### config.mk
export PLATFORM = sky130hd
export DESIGN_NAME = rdtr_top
export DESIGN_NICKNAME = d
export VERILOG_FILES = /design/src/shared/rdtr_pkg.sv /design/src/shared/rdtr_meas_if.sv /design/src/rdtr_seq.sv /design/src/rdtr_top.sv
export SDC_FILE = /design/constraint.sdc
export NUM_CORES = 1
export LEC_CHECK = 0
export BUFFER_PORTS_ARGS = -buffer_cell sky130_fd_sc_hd__buf_2
export CAP_MARGIN = 10
export CORE_MARGIN = 2
export CORE_UTILIZATION = 30
export CTS_CLUSTER_SIZE = 40
export DETAILED_ROUTE_END_ITERATION = 6
export PLACE_DENSITY = 0.59
export SLEW_MARGIN = 20
export SYNTH_ARGS = -nofsm -noshare
export SYNTH_HDL_FRONTEND = slang
export SYNTH_SLANG_ARGS = --single-unit
### constraint.sdc
create_clock -name SYS_CLK_IN -period 3.4 [get_ports SYS_CLK_IN]
set_input_delay 0 -clock SYS_CLK_IN [delete_from_list [all_inputs] [get_ports SYS_CLK_IN]]
set_output_delay 0 -clock SYS_CLK_IN [all_outputs]
set_load 0.05 [all_outputs]
### src/shared/rdtr_pkg.sv
// Constants, register map and arithmetic helpers for the remote diode readout
package rdtr_pkg;

   // Register indices; byte address is four times the index
   localparam logic [7:0] IDX_R1_VALUE = 8'h25;
   localparam logic [7:0] IDX_R2_VALUE = 8'h27;
   localparam logic [7:0] IDX_R1_OFS   = 8'h70;
   localparam logic [7:0] IDX_R2_OFS   = 8'h72;
   localparam logic [7:0] IDX_FRAC     = 8'h77;

   // Reset values
   localparam logic [7:0] OFS_RESET   = 8'h00;
   localparam logic [9:0] VALUE_RESET = 10'h000;

   // Fraction field positions in the fraction register
   localparam int FRAC_R1_LSB    = 2;
   localparam int FRAC_LOCAL_LSB = 4;
   localparam int FRAC_R2_LSB    = 6;

   // Averaging
   localparam int AVG_COUNT = 16;
   localparam int AVG_SHIFT = 4;
   localparam int CNT_W     = 5;

   // Sensor current levels
   localparam logic [1:0] CUR_BASE = 2'h0;
   localparam logic [1:0] CUR_N1   = 2'h1;
   localparam logic [1:0] CUR_N2   = 2'h2;

   // Chopping of the sensor current
   localparam int CLK_PERIOD_NS = 10;
   localparam int CHOP_HALF_NS  = 10000;
   localparam int CHOP_CYCLES   = (CHOP_HALF_NS + CLK_PERIOD_NS - 1) / CLK_PERIOD_NS;

   typedef enum logic {
      RDTR_CH_ONE,
      RDTR_CH_TWO
   } rdtr_chan_t;

   // Clamp a wide signed quantity into the 10-bit result range
   function automatic logic signed [9:0] sat10(input logic signed [15:0] v);
      if (v > 16'sd511) begin
         sat10 = 10'sh1FF;
      end else if (v < -16'sd512) begin
         sat10 = 10'sh200;
      end else begin
         sat10 = v[9:0];
      end
   endfunction

endpackage

### src/shared/rdtr_meas_if.sv
// Measurement link between the sequencer/averager and the register core
`timescale 1ns/1ps
interface rdtr_meas_if;
   logic [1:0]        cur_sel;
   logic              chan;
   logic signed [9:0] adc_data;
   logic              adc_ready;
   logic signed [9:0] result;
   logic              result_chan;
   logic              result_valid;

   modport seq  (output cur_sel, output chan, input adc_data, input adc_ready,
                 output result, output result_chan, output result_valid);
   modport core (input cur_sel, input chan, output adc_data, output adc_ready,
                 input result, input result_chan, input result_valid);
endinterface

### src/rdtr_seq.sv
// Two-step current-ratio sequencer and 16-cycle averager
`timescale 1ns/1ps
module rdtr_seq #(
   parameter int CHOP_CYCLES = rdtr_pkg::CHOP_CYCLES
) (
   input  wire logic clk_in,
   input  wire logic rst_b_in,
   rdtr_meas_if.seq  meas
);

   // Chop timer is 16 bits wide
   if (CHOP_CYCLES < 1 || CHOP_CYCLES > 65535) begin
      $error("CHOP_CYCLES out of range");
   end

   typedef enum logic { RDTR_STEP_ONE, RDTR_STEP_TWO } rdtr_step_t;

   function automatic logic signed [11:0] combine(input logic signed [9:0] d1, input logic signed [9:0] d2);
      // Twice the first step minus the second cancels a linear series term
      combine = {d1[9], d1, 1'b0} - {{2{d2[9]}}, d2};
   endfunction

   rdtr_step_t               step_reg;
   logic [15:0]              chop_reg;
   logic [1:0]               cur_reg;
   logic                     chan_reg;
   logic signed [9:0]        dv1_reg;
   logic signed [15:0]       acc_reg;
   logic [rdtr_pkg::CNT_W-1:0] cnt_reg;
   logic signed [9:0]        result_reg;
   logic                     result_chan_reg;
   logic                     valid_reg;

   wire                      chop_tick = (chop_reg == 16'h0000);
   wire signed [11:0]        sample    = combine(dv1_reg, meas.adc_data);
   wire signed [15:0]        acc_next  = acc_reg + {{4{sample[11]}}, sample};
   wire                      last_one  = (cnt_reg == 5'(rdtr_pkg::AVG_COUNT - 1));
   wire signed [15:0]        avg       = acc_next >>> rdtr_pkg::AVG_SHIFT;
   wire [1:0]                hi_level  = (step_reg == RDTR_STEP_ONE) ? rdtr_pkg::CUR_N1 : rdtr_pkg::CUR_N2;

   always_ff @(posedge clk_in or negedge rst_b_in) begin
      if (!rst_b_in) begin
         chop_reg <= 16'h0000;
         cur_reg  <= rdtr_pkg::CUR_BASE;
      end else if (chop_tick) begin
         chop_reg <= 16'(CHOP_CYCLES - 1);
         cur_reg  <= (cur_reg == rdtr_pkg::CUR_BASE) ? hi_level : rdtr_pkg::CUR_BASE;
      end else begin
         chop_reg <= chop_reg - 16'h0001;
      end
   end

   always_ff @(posedge clk_in or negedge rst_b_in) begin
      if (!rst_b_in) begin
         step_reg        <= RDTR_STEP_ONE;
         chan_reg        <= 1'b0;
         dv1_reg         <= 10'sh000;
         acc_reg         <= 16'sh0000;
         cnt_reg         <= '0;
         result_reg      <= 10'sh000;
         result_chan_reg <= 1'b0;
         valid_reg       <= 1'b0;
      end else begin
         valid_reg <= 1'b0;
         if (meas.adc_ready && step_reg == RDTR_STEP_ONE) begin
            dv1_reg  <= meas.adc_data;
            step_reg <= RDTR_STEP_TWO;
         end else if (meas.adc_ready) begin
            step_reg <= RDTR_STEP_ONE;
            if (last_one) begin
               // Averaged result leaves in one piece; accumulator restarts for next channel
               result_reg      <= rdtr_pkg::sat10(avg);
               result_chan_reg <= chan_reg;
               valid_reg       <= 1'b1;
               acc_reg         <= 16'sh0000;
               cnt_reg         <= '0;
               chan_reg        <= ~chan_reg;
            end else begin
               acc_reg <= acc_next;
               cnt_reg <= cnt_reg + 5'h01;
            end
         end
      end
   end

   assign meas.cur_sel      = cur_reg;
   assign meas.chan         = chan_reg;
   assign meas.result       = result_reg;
   assign meas.result_chan  = result_chan_reg;
   assign meas.result_valid = valid_reg;

endmodule

### src/rdtr_top.sv
// Remote diode temperature readout: APB registers, offset correction, freeze
//
// The APB interface to the registers was chosen for this implementation.
`timescale 1ns/1ps
// Notes on behaviour
// - Each measurement chops base/first multiple, then base/second multiple, combines both.
// - Reported value is the average of 16 consecutive measurement cycles.
// - Result held as 10-bit twos complement, split value and fraction registers.
// - Two lowest bits of each channel go to the shared fraction register.
// - Writable offset registers for remote one and remote two.
// - Offset is 8-bit twos complement, added to each averaged result before storing.
// - One offset step is half a degree, spanning plus or minus 64 degrees.
// - Fraction bits 3:2 remote one, 5:4 local, 7:6 remote two.
// - Reading the fraction register freezes values until each value is read.
// - Both offset registers reset to zero.
module rdtr_top #(
   parameter int CHOP_CYCLES = rdtr_pkg::CHOP_CYCLES
) (
   // Clock and reset
   input  wire logic        SYS_CLK_IN,
   input  wire logic        RST_B_IN,
   // APB slave
   input  wire logic        PSEL_IN,
   input  wire logic        PENABLE_IN,
   input  wire logic        PWRITE_IN,
   input  wire logic [11:0] PADDR_IN,
   input  wire logic [31:0] PWDATA_IN,
   output logic      [31:0] PRDATA_OUT,
   output logic             PREADY_OUT,
   output logic             PSLVERR_OUT,
   // Analog front end
   input  wire logic [9:0]  ADC_DATA_IN,
   input  wire logic        ADC_READY_IN,
   output logic      [1:0]  CURRENT_SEL_OUT,
   output logic             CHANNEL_SEL_OUT,
   // Status
   output logic             VALUES_FROZEN_OUT
);

   // Chop timer in the sequencer is 16 bits wide
   if (CHOP_CYCLES < 1 || CHOP_CYCLES > 65535) begin
      $error("CHOP_CYCLES out of range");
   end

   rdtr_meas_if meas ();

   rdtr_seq #(
      .CHOP_CYCLES (CHOP_CYCLES)
   ) u_seq (
      .clk_in   (SYS_CLK_IN),
      .rst_b_in (RST_B_IN),
      .meas     (meas)
   );

   // Front-end inputs come from another domain: two flops each, plus a third on ready for edge detection
   logic [9:0] adc_data_s1_reg;
   logic [9:0] adc_data_s2_reg;
   logic       adc_rdy_s1_reg;
   logic       adc_rdy_s2_reg;
   logic       adc_rdy_s3_reg;

   always_ff @(posedge SYS_CLK_IN or negedge RST_B_IN) begin
      if (!RST_B_IN) begin
         adc_data_s1_reg <= 10'h000;
         adc_data_s2_reg <= 10'h000;
         adc_rdy_s1_reg  <= 1'b0;
         adc_rdy_s2_reg  <= 1'b0;
         adc_rdy_s3_reg  <= 1'b0;
      end else begin
         adc_data_s1_reg <= ADC_DATA_IN;
         adc_data_s2_reg <= adc_data_s1_reg;
         adc_rdy_s1_reg  <= ADC_READY_IN;
         adc_rdy_s2_reg  <= adc_rdy_s1_reg;
         adc_rdy_s3_reg  <= adc_rdy_s2_reg;
      end
   end

   // Data must be settled before the ready edge arrives
   assign meas.adc_data  = adc_data_s2_reg;
   assign meas.adc_ready = adc_rdy_s2_reg & ~adc_rdy_s3_reg;

   // APB decode
   wire       apb_access = PSEL_IN & PENABLE_IN & ~PREADY_OUT;
   wire       word_align = (PADDR_IN[1:0] == 2'h0);
   wire [9:0] reg_index  = PADDR_IN[11:2];
   wire       hit_r1_val = word_align & (reg_index == {2'h0, rdtr_pkg::IDX_R1_VALUE});
   wire       hit_r2_val = word_align & (reg_index == {2'h0, rdtr_pkg::IDX_R2_VALUE});
   wire       hit_r1_ofs = word_align & (reg_index == {2'h0, rdtr_pkg::IDX_R1_OFS});
   wire       hit_r2_ofs = word_align & (reg_index == {2'h0, rdtr_pkg::IDX_R2_OFS});
   wire       hit_frac   = word_align & (reg_index == {2'h0, rdtr_pkg::IDX_FRAC});
   wire       hit_any    = hit_r1_val | hit_r2_val | hit_r1_ofs | hit_r2_ofs | hit_frac;
   wire       wr_r1_ofs  = apb_access & PWRITE_IN & hit_r1_ofs;
   wire       wr_r2_ofs  = apb_access & PWRITE_IN & hit_r2_ofs;
   wire       rd_r1_val  = apb_access & ~PWRITE_IN & hit_r1_val;
   wire       rd_r2_val  = apb_access & ~PWRITE_IN & hit_r2_val;
   wire       rd_frac    = apb_access & ~PWRITE_IN & hit_frac;

   // Calibration offsets
   logic [7:0] ofs_r1_reg;
   logic [7:0] ofs_r2_reg;

   always_ff @(posedge SYS_CLK_IN or negedge RST_B_IN) begin
      if (!RST_B_IN) begin
         ofs_r1_reg <= rdtr_pkg::OFS_RESET;
         ofs_r2_reg <= rdtr_pkg::OFS_RESET;
      end else begin
         if (wr_r1_ofs) begin
            ofs_r1_reg <= PWDATA_IN[7:0];
         end
         if (wr_r2_ofs) begin
            ofs_r2_reg <= PWDATA_IN[7:0];
         end
      end
   end

   // Offset correction: one offset step is two quarter-degree result steps
   wire [7:0]         ofs_sel   = meas.result_chan ? ofs_r2_reg : ofs_r1_reg;
   wire signed [15:0] ofs_ext   = {{7{ofs_sel[7]}}, ofs_sel, 1'b0};
   wire signed [15:0] res_ext   = {{6{meas.result[9]}}, meas.result};
   wire signed [9:0]  corrected = rdtr_pkg::sat10(res_ext + ofs_ext);

   // Latest completed result per channel, waiting to be published
   logic [9:0] latest_reg [2];
   logic [1:0] latest_new_reg;
   logic [9:0] vis_reg    [2];
   logic       frozen_reg;
   logic [1:0] unread_reg;

   wire        publish    = ~frozen_reg;
   wire [1:0]  unread_nxt = unread_reg & ~{rd_r2_val, rd_r1_val};

   always_ff @(posedge SYS_CLK_IN or negedge RST_B_IN) begin
      if (!RST_B_IN) begin
         latest_reg[0]  <= rdtr_pkg::VALUE_RESET;
         latest_reg[1]  <= rdtr_pkg::VALUE_RESET;
         latest_new_reg <= 2'h0;
      end else begin
         for (int i = 0; i < 2; i++) begin
            if (meas.result_valid && meas.result_chan == 1'(i)) begin
               latest_reg[i]     <= corrected;
               latest_new_reg[i] <= 1'b1; // New result wins over a publish in this cycle
            end else if (publish) begin
               latest_new_reg[i] <= 1'b0;
            end
         end
      end
   end

   // Value and fraction of a channel move together from one complete result
   always_ff @(posedge SYS_CLK_IN or negedge RST_B_IN) begin
      if (!RST_B_IN) begin
         vis_reg[0] <= rdtr_pkg::VALUE_RESET;
         vis_reg[1] <= rdtr_pkg::VALUE_RESET;
      end else begin
         for (int i = 0; i < 2; i++) begin
            if (publish && latest_new_reg[i]) begin
               vis_reg[i] <= latest_reg[i];
            end
         end
      end
   end

   // Freeze from a fraction read until both value registers have been read
   always_ff @(posedge SYS_CLK_IN or negedge RST_B_IN) begin
      if (!RST_B_IN) begin
         frozen_reg <= 1'b0;
         unread_reg <= 2'h0;
      end else if (rd_frac) begin
         frozen_reg <= 1'b1;
         unread_reg <= 2'h3;
      end else if (frozen_reg) begin
         unread_reg <= unread_nxt;
         frozen_reg <= (unread_nxt != 2'h0);
      end
   end

   // Read data; the local sensor is absent so its fraction reads zero
   wire [7:0] frac_byte = {vis_reg[1][1:0], 2'h0, vis_reg[0][1:0], 2'h0};
   wire [7:0] rd_byte   = hit_r1_val ? vis_reg[0][9:2] :
                          hit_r2_val ? vis_reg[1][9:2] :
                          hit_r1_ofs ? ofs_r1_reg :
                          hit_r2_ofs ? ofs_r2_reg :
                          hit_frac   ? frac_byte : 8'h00;

   // One wait state on every access; unmapped addresses answer with an error
   always_ff @(posedge SYS_CLK_IN or negedge RST_B_IN) begin
      if (!RST_B_IN) begin
         PREADY_OUT  <= 1'b0;
         PSLVERR_OUT <= 1'b0;
         PRDATA_OUT  <= 32'h0000_0000;
      end else begin
         PREADY_OUT  <= apb_access;
         PSLVERR_OUT <= apb_access & ~hit_any;
         if (apb_access && !PWRITE_IN) begin
            PRDATA_OUT <= {24'h00_0000, rd_byte};
         end else begin
            PRDATA_OUT <= 32'h0000_0000;
         end
      end
   end

   // Front-end controls and status
   always_ff @(posedge SYS_CLK_IN or negedge RST_B_IN) begin
      if (!RST_B_IN) begin
         CURRENT_SEL_OUT   <= rdtr_pkg::CUR_BASE;
         CHANNEL_SEL_OUT   <= 1'b0;
         VALUES_FROZEN_OUT <= 1'b0;
      end else begin
         CURRENT_SEL_OUT   <= meas.cur_sel;
         CHANNEL_SEL_OUT   <= meas.chan;
         VALUES_FROZEN_OUT <= frozen_reg;
      end
   end

endmodule

---- Word level (Yosys, flattened, before mapping) ----
Index checks and enable logic that the tools add are counted.
cells by class
  add/subtract/negate cells ............... 5
  multiply operators ...................... 0
  divide/modulo/power cells ............... 0
  $lt $le $gt $ge ......................... 4
  equal/unequal tests ..................... 8
  shift operators ......................... 0
  mux-type cells .......................... 28
  bitwise logic cells ..................... 31
  reductions and logical operators ........ 15
operator list
  operator                                                      count
  two-way mux 8 bit                                             7
  two-way mux 10 bit                                            4
  two-way mux 16 bit                                            2
  equality test 10 x 7 -> 1 bit, second input constant          3
  equality test 10 x 6 -> 1 bit, second input constant          2
  adder 16 bit                                                  1
  AND 1 bit                                                     16
  zero test 16 bit                                              1
  subtractor 16 x 1 -> 16 bit, second input constant            1
  > comparator 12 x 10 -> 1 bit, second input constant          1
  less-than comparator 12 x 10 -> 1 bit, second input constant  1
  subtractor 11 x 10 -> 12 bit                                  1
  adder 10 x 9 -> 11 bit                                        1
  > comparator 11 x 10 -> 1 bit, second input constant          1
  less-than comparator 11 x 10 -> 1 bit, second input constant  1
  two-way mux 1 bit                                             10
  NOT 1 bit                                                     9
  two-way mux 2 bit                                             4
  logical AND 1 bit                                             6
  nonzero test 2 bit                                            3
  adder 5 x 1 -> 5 bit, second input constant                   1
  equality test 5 x 4 -> 1 bit, second input constant           1
  two-way mux 5 bit                                             1
  zero test 2 bit                                               2
  other kinds (7)                                               11
word-level totals
  flip-flop bits (word level) ............. 161
  latch bits .............................. 0
  bits in writable memories ............... 0
  memory bits (read-only) ................. 0
  logic and storage cells ................. 122
  memories ................................ 0

---- Logic depth before layout (Yosys ltp) ----
  depth after elaboration ................. 9
  mapped depth ............................ 18
  depth with buffers taken out ............ 18

---- By module ----
Synthesis repeated with hierarchy kept, for this count alone.
second synthesis, totals
  cells, all modules ...................... 744
  area total of the unflattened synthesis .. 8,156.6 sq um
modules (own cells, without submodules)
  module    times used  cells an instance  area an instance (sq um)
  rdtr_top  1           356                4,354.2
  rdtr_seq  1           388                3,802.4

---- Worst setup path before layout ----
Ideal clock, no wire load.
  kind .................................... register to register
  start ................................... reg adc_data_s2_reg[1]
  end ..................................... reg u_seq.result_reg[0] (netlist: u_seq.meas.result[0])
  setup time .............................. 0.136 ns
  arrival ................................. 3.412 ns
  required time ........................... 3.264 ns
  path slack .............................. -0.148 ns
  cell stages (with the launch flop) ...... 18
  buffers on the path ..................... 0
  path through ............................ dfrtp_1 fa_1 nor2b_1 o21ai_0 a21boi_0 o21ai_0 a21oi_1 nor2_1 xnor2_1 ha_1 nand2_1 o21ai_0 and2_1 a31oi_1 o2111ai_1 o2111ai_1 o32ai_1 a21oi_1
between the ends
  word-level cells in the longest chain between the ends .. 5
  elaborated cells between the ends (all ways) .. 6
  classes of those cells .................. 2 x add/sub; 2 x order compare; 2 x mux
RTL lines
  item                                   line            text
  start: declaration                     rdtr_top.sv:57  logic [9:0] adc_data_s2_reg;
  start signal: assignment               rdtr_top.sv:71  adc_data_s2_reg <= adc_data_s1_reg;
  subtractor 11 x 10 -> 12 bit *         rdtr_seq.sv:20  combine = {d1[9], d1, 1'b0} - {{2{d2[9]}}, d2};
  adder 16 bit *                         rdtr_seq.sv:36  wire signed [15:0] acc_next = acc_reg + {{4{sample[11]}}, sample};
  less-than comparator 12 x 10 -> 1 bit  rdtr_pkg.sv:44  end else if (v < -16'sd512) begin
  two-way mux 10 bit                     rdtr_pkg.sv:44
  two-way mux 10 bit *                   rdtr_pkg.sv:42  if (v > 16'sd511) begin
  end signal: assignment                 rdtr_seq.sv:72  result_reg <= rdtr_pkg::sat10(avg);
  end: declaration                       rdtr_seq.sv:30  logic signed [9:0] result_reg;
Every way passes the cells marked *; elsewhere a longest branch is shown, timed or not.
A chain may end at the register's enable or synchronous reset.

---- Worst setup path in the final report ----
Ends and elaborated chain as after synthesis.

==> flow_metrics.env <==
export IMPL_setup_ws_ns=-0.177
export IMPL_ys_seq_area_share_pct=49.4
export IMPL_worstSetupEndpointType="flop"
export IMPL_crit_arrival_ns=3.90
export IMPL_ys_ff_latch=161
export IMPL_hold_slack_ns=0.0907
export IMPL_grt_pass1_vias=6132
export IMPL_grt_pass1_wl_um=30100
export IMPL_nets=990
export IMPL_drv_cap=0
export IMPL_drc=0
export IMPL_post_route_period_util_pct=105
export IMPL_outcome="finished, violations left"
export IMPL_finalSetupViolations=12
export IMPL_p_per_area_nw_per_um2=1010
export IMPL_fin_crit_ns=3.58
export IMPL_synth_cell_type_count=59
export IMPL_die_y_um=169
export IMPL_coreArea_um2=26800
export IMPL_cp_max_fo=19
export IMPL_ant_nets=0
export IMPL_drtIter0Drc=193
export IMPL_max_slew_margin_pct=30.8
export IMPL_synth_largest_area_cell="dfrtp_1"
export IMPL_grtUsageTotal_pct=13.2
export IMPL_clock_sinks=161
export IMPL_gr_usage_met2_pct=23.8
export IMPL_dieArea_um2=28500
export IMPL_cts_tree="yes"
export IMPL_grt_max_degree=85
export IMPL_hpwl_um=12400
export IMPL_grt_use_met1_pct=15.7
export IMPL_min_path_type="input port to flop"
export IMPL_worst_pin_slew_ns=1.04
export IMPL_yosys_top_cells_area="dfrtp_1, mux2_2, ha_1"
export IMPL_pin_count=98
export IMPL_final_area_um2=10500
export IMPL_syn_avg_cell_area_um2=10.9
export IMPL_violations="setup timing"
export IMPL_clockBufferDepth=2
export IMPL_rows=60
export IMPL_largest_reg_flops=20
export IMPL_totalWireLength_um=18200
export IMPL_slew_violations=0
export IMPL_cts_buffers=17
export IMPL_wl_per_cell_um=14.7
export IMPL_cpMaxStageDelayCell="dfrtp_1"
export IMPL_async_flop_share_pct=100
export IMPL_top_usage_layer="met2"
export IMPL_crit_type="flop to flop"
export IMPL_start_util_pct=30.4
export IMPL_grt_ovfl_total=0
export IMPL_routabilityCongestion=0.834
export IMPL_path_cells="inv_1 > ha_1 > nor2b_4 > o2111ai_2 > nand3b_1 > xor2_1 > ha_1 > a211oi_2 > o22ai_1 > or3_4 > a21oi_4 > o221ai_4 > xnor2_4 > buf_12 > o32ai_2 > a21oi_1"
export IMPL_syn_inst=745
export IMPL_path_common_cell="ha_1"
export IMPL_clk_pin_slew_ns=0.08
export IMPL_vias_per_cell=4.82
export IMPL_synth_flop_cell="dfrtp_1"
export IMPL_layout_drive_gt1_share_pct=32.7
export IMPL_syn_area_um2=8150
export IMPL_startpoint_type="flop"
export IMPL_vias=5992
export IMPL_synth_warnings=0
export IMPL_max_stage_delay_ns=0.41
export IMPL_port_buffers=49
export IMPL_pre_cts_slack_ns=-0.397
export IMPL_cts_htree_levels=4
export IMPL_dpl_cell_area_um2=9170
export IMPL_die_x_um=169
export IMPL_n_antenna_cell=0
export IMPL_drtPass1Iterations=5
export IMPL_rsz0062_at_grt="true"
export IMPL_area_growth_pct=29.4
export IMPL_antenna_found_initial=0
export IMPL_total_leakage_power_nw=4.89
export IMPL_ir_drop_mv=0.728
export IMPL_critPathRequiredTime_ns=3.72
export IMPL_grt_use_met3_pct=2.55
export IMPL_fillCellCount=2558
export IMPL_skew_ns=0.0167
export IMPL_worst_skew_pair_late_latency_ns=0.44
export IMPL_synth_edf_count=0
export IMPL_finalHoldViolations=0
export IMPL_cts_root_buf="clkbuf_16"
export IMPL_synth_top_area_share_pct=49.4
export IMPL_clock_fmax_mhz=280
==> Yosys cell counts (3+ instances only) <==
cell type,n
o21a_1,7
a21oi_1,40
a31oi_1,5
nor2b_1,12
a22oi_1,4
nand2_1,49
nand3b_1,3
xor2_1,15
nand4_1,4
ha_1,38
a211oi_1,11
or2_2,5
nor3_1,23
or3_1,5
clkbuf_1,10
buf_1,5
and2_1,5
nor4_1,7
a21o_1,8
xnor2_1,22
o2111ai_1,6
o32ai_1,9
a22o_1,14
a222oi_1,4
fa_1,3
buf_4,24
mux2_2,71
nand3_1,16
nor2_1,64
o31ai_1,3
o21ai_0,27
nand2b_1,4
inv_1,29
dfrtp_1,161
==> worst max-delay path, delay by kind of cell, from the launching register on <==
family                   cells  cell delay, ns
AO/OA/AOI/OAI                7            1.29
XOR/XNOR                     2            0.32
adder cells (fa/ha/maj)      2            0.60
buffers and inverters        2            0.22
flip-flops                   1            0.41
AND/OR/NAND/NOR              3            0.60
==> final timing paths <==
kind,startpoint,to,slack [ns],cells after the start
max,adc_data_s2_reg[1],u_seq.meas.result[0],-0.18,16
min,PADDR_IN[4],unread_reg[0],0.09,5
max reg2reg,adc_data_s2_reg[1],u_seq.meas.result[0],-0.18,16
min reg2reg,adc_data_s1_reg[0],adc_data_s2_reg[0],0.34,0
max in group asynchronous,RST_B_IN,adc_data_s1_reg[0],2.30,3
min in group asynchronous,RST_B_IN,VALUES_FROZEN_OUT,0.16,2
==> kinds of logic (layout without fill, tap and decap cells) <==
| family | count (synthesis) | count (layout) | share of synthesized area [%] |
|---|---|---|---|
| compound gates | 156 | 158 | 13.1 |
| xor+xnor | 38 | 38 | 4.31 |
| fa+ha+maj | 41 | 41 | 6.57 |
| buf+inv | 72 | 204 | 4.64 |
| flops | 161 | 161 | 49.4 |
| mux | 73 | 73 | 10.1 |
| other cells | 1 | 24 | 0.0460 |
| simple gates | 203 | 203 | 11.8 |
==> power by group <==
group          internal (mW)  switching (mW)
Combinational           2.92            3.36
Clock                  0.999           0.957
Sequential              2.19           0.204
==> cells in the final DEF, fill, tap and decap left out, types with 18 or more instances in the layout <==
cell type,count
nor2_1,63
dlygate4sd3_1,23
buf_4,67
o21ai_0,21
ha_1,34
buf_2,48
a21oi_1,29
nor3_1,22
xnor2_1,18
conb_1,24
dfrtp_1,161
nand2_1,46
inv_1,28
mux2_2,71
==> area by class of cell <==
type / instances / area (µm²) / share of cell area [%]
tap: 341 / 427 / 4.05
clock buffer: 17 / 425 / 4.03
timing repair buffer: 143 / 1050 / 9.93
multi-input combinational: 537 / 4330 / 41.0
inverter: 29 / 109 / 1.03
sequential: 161 / 4030 / 38.2
clock inverter: 15 / 180 / 1.71
==> through the flow <==
stage | util [%] | setup TNS [ns] | total power, mW | std cells
6_report | 39.3 | -1.64 | 10.6 | 1243
3_3_place_gp | 34.2 | -2.73 | 6.94 | 1169
5_1_grt | 39.3 | -4.65 | 11.2 | 1243
3_5_place_dp | 34.2 | -4.25 | 7.02 | 1169
4_1_cts | 38.5 | -2.40 | 9.89 | 1237
2_1_floorplan | - | -0.272 | 5.46 | 768
==> metal layers <==
layer / up-vias / routed length [µm]
met5: - / 0
met1: 2954 / 8120
met4: 0 / 208
li1: 2934 / -
met2: 92 / 9390
met3: 12 / 519
==> repair_timing <==
action / CTS / global route
setup buffers: 11 / 6
hold buffers: 23 / 0
endpoints found under the setup margin: 15 / 34
cloned: 2 / 0
gates resized for setup: 34 / 35
endpoints found under the hold margin: 113 / 0
pin swaps: 29 / 20
Note: power is estimated with default switching activity, not from simulation.
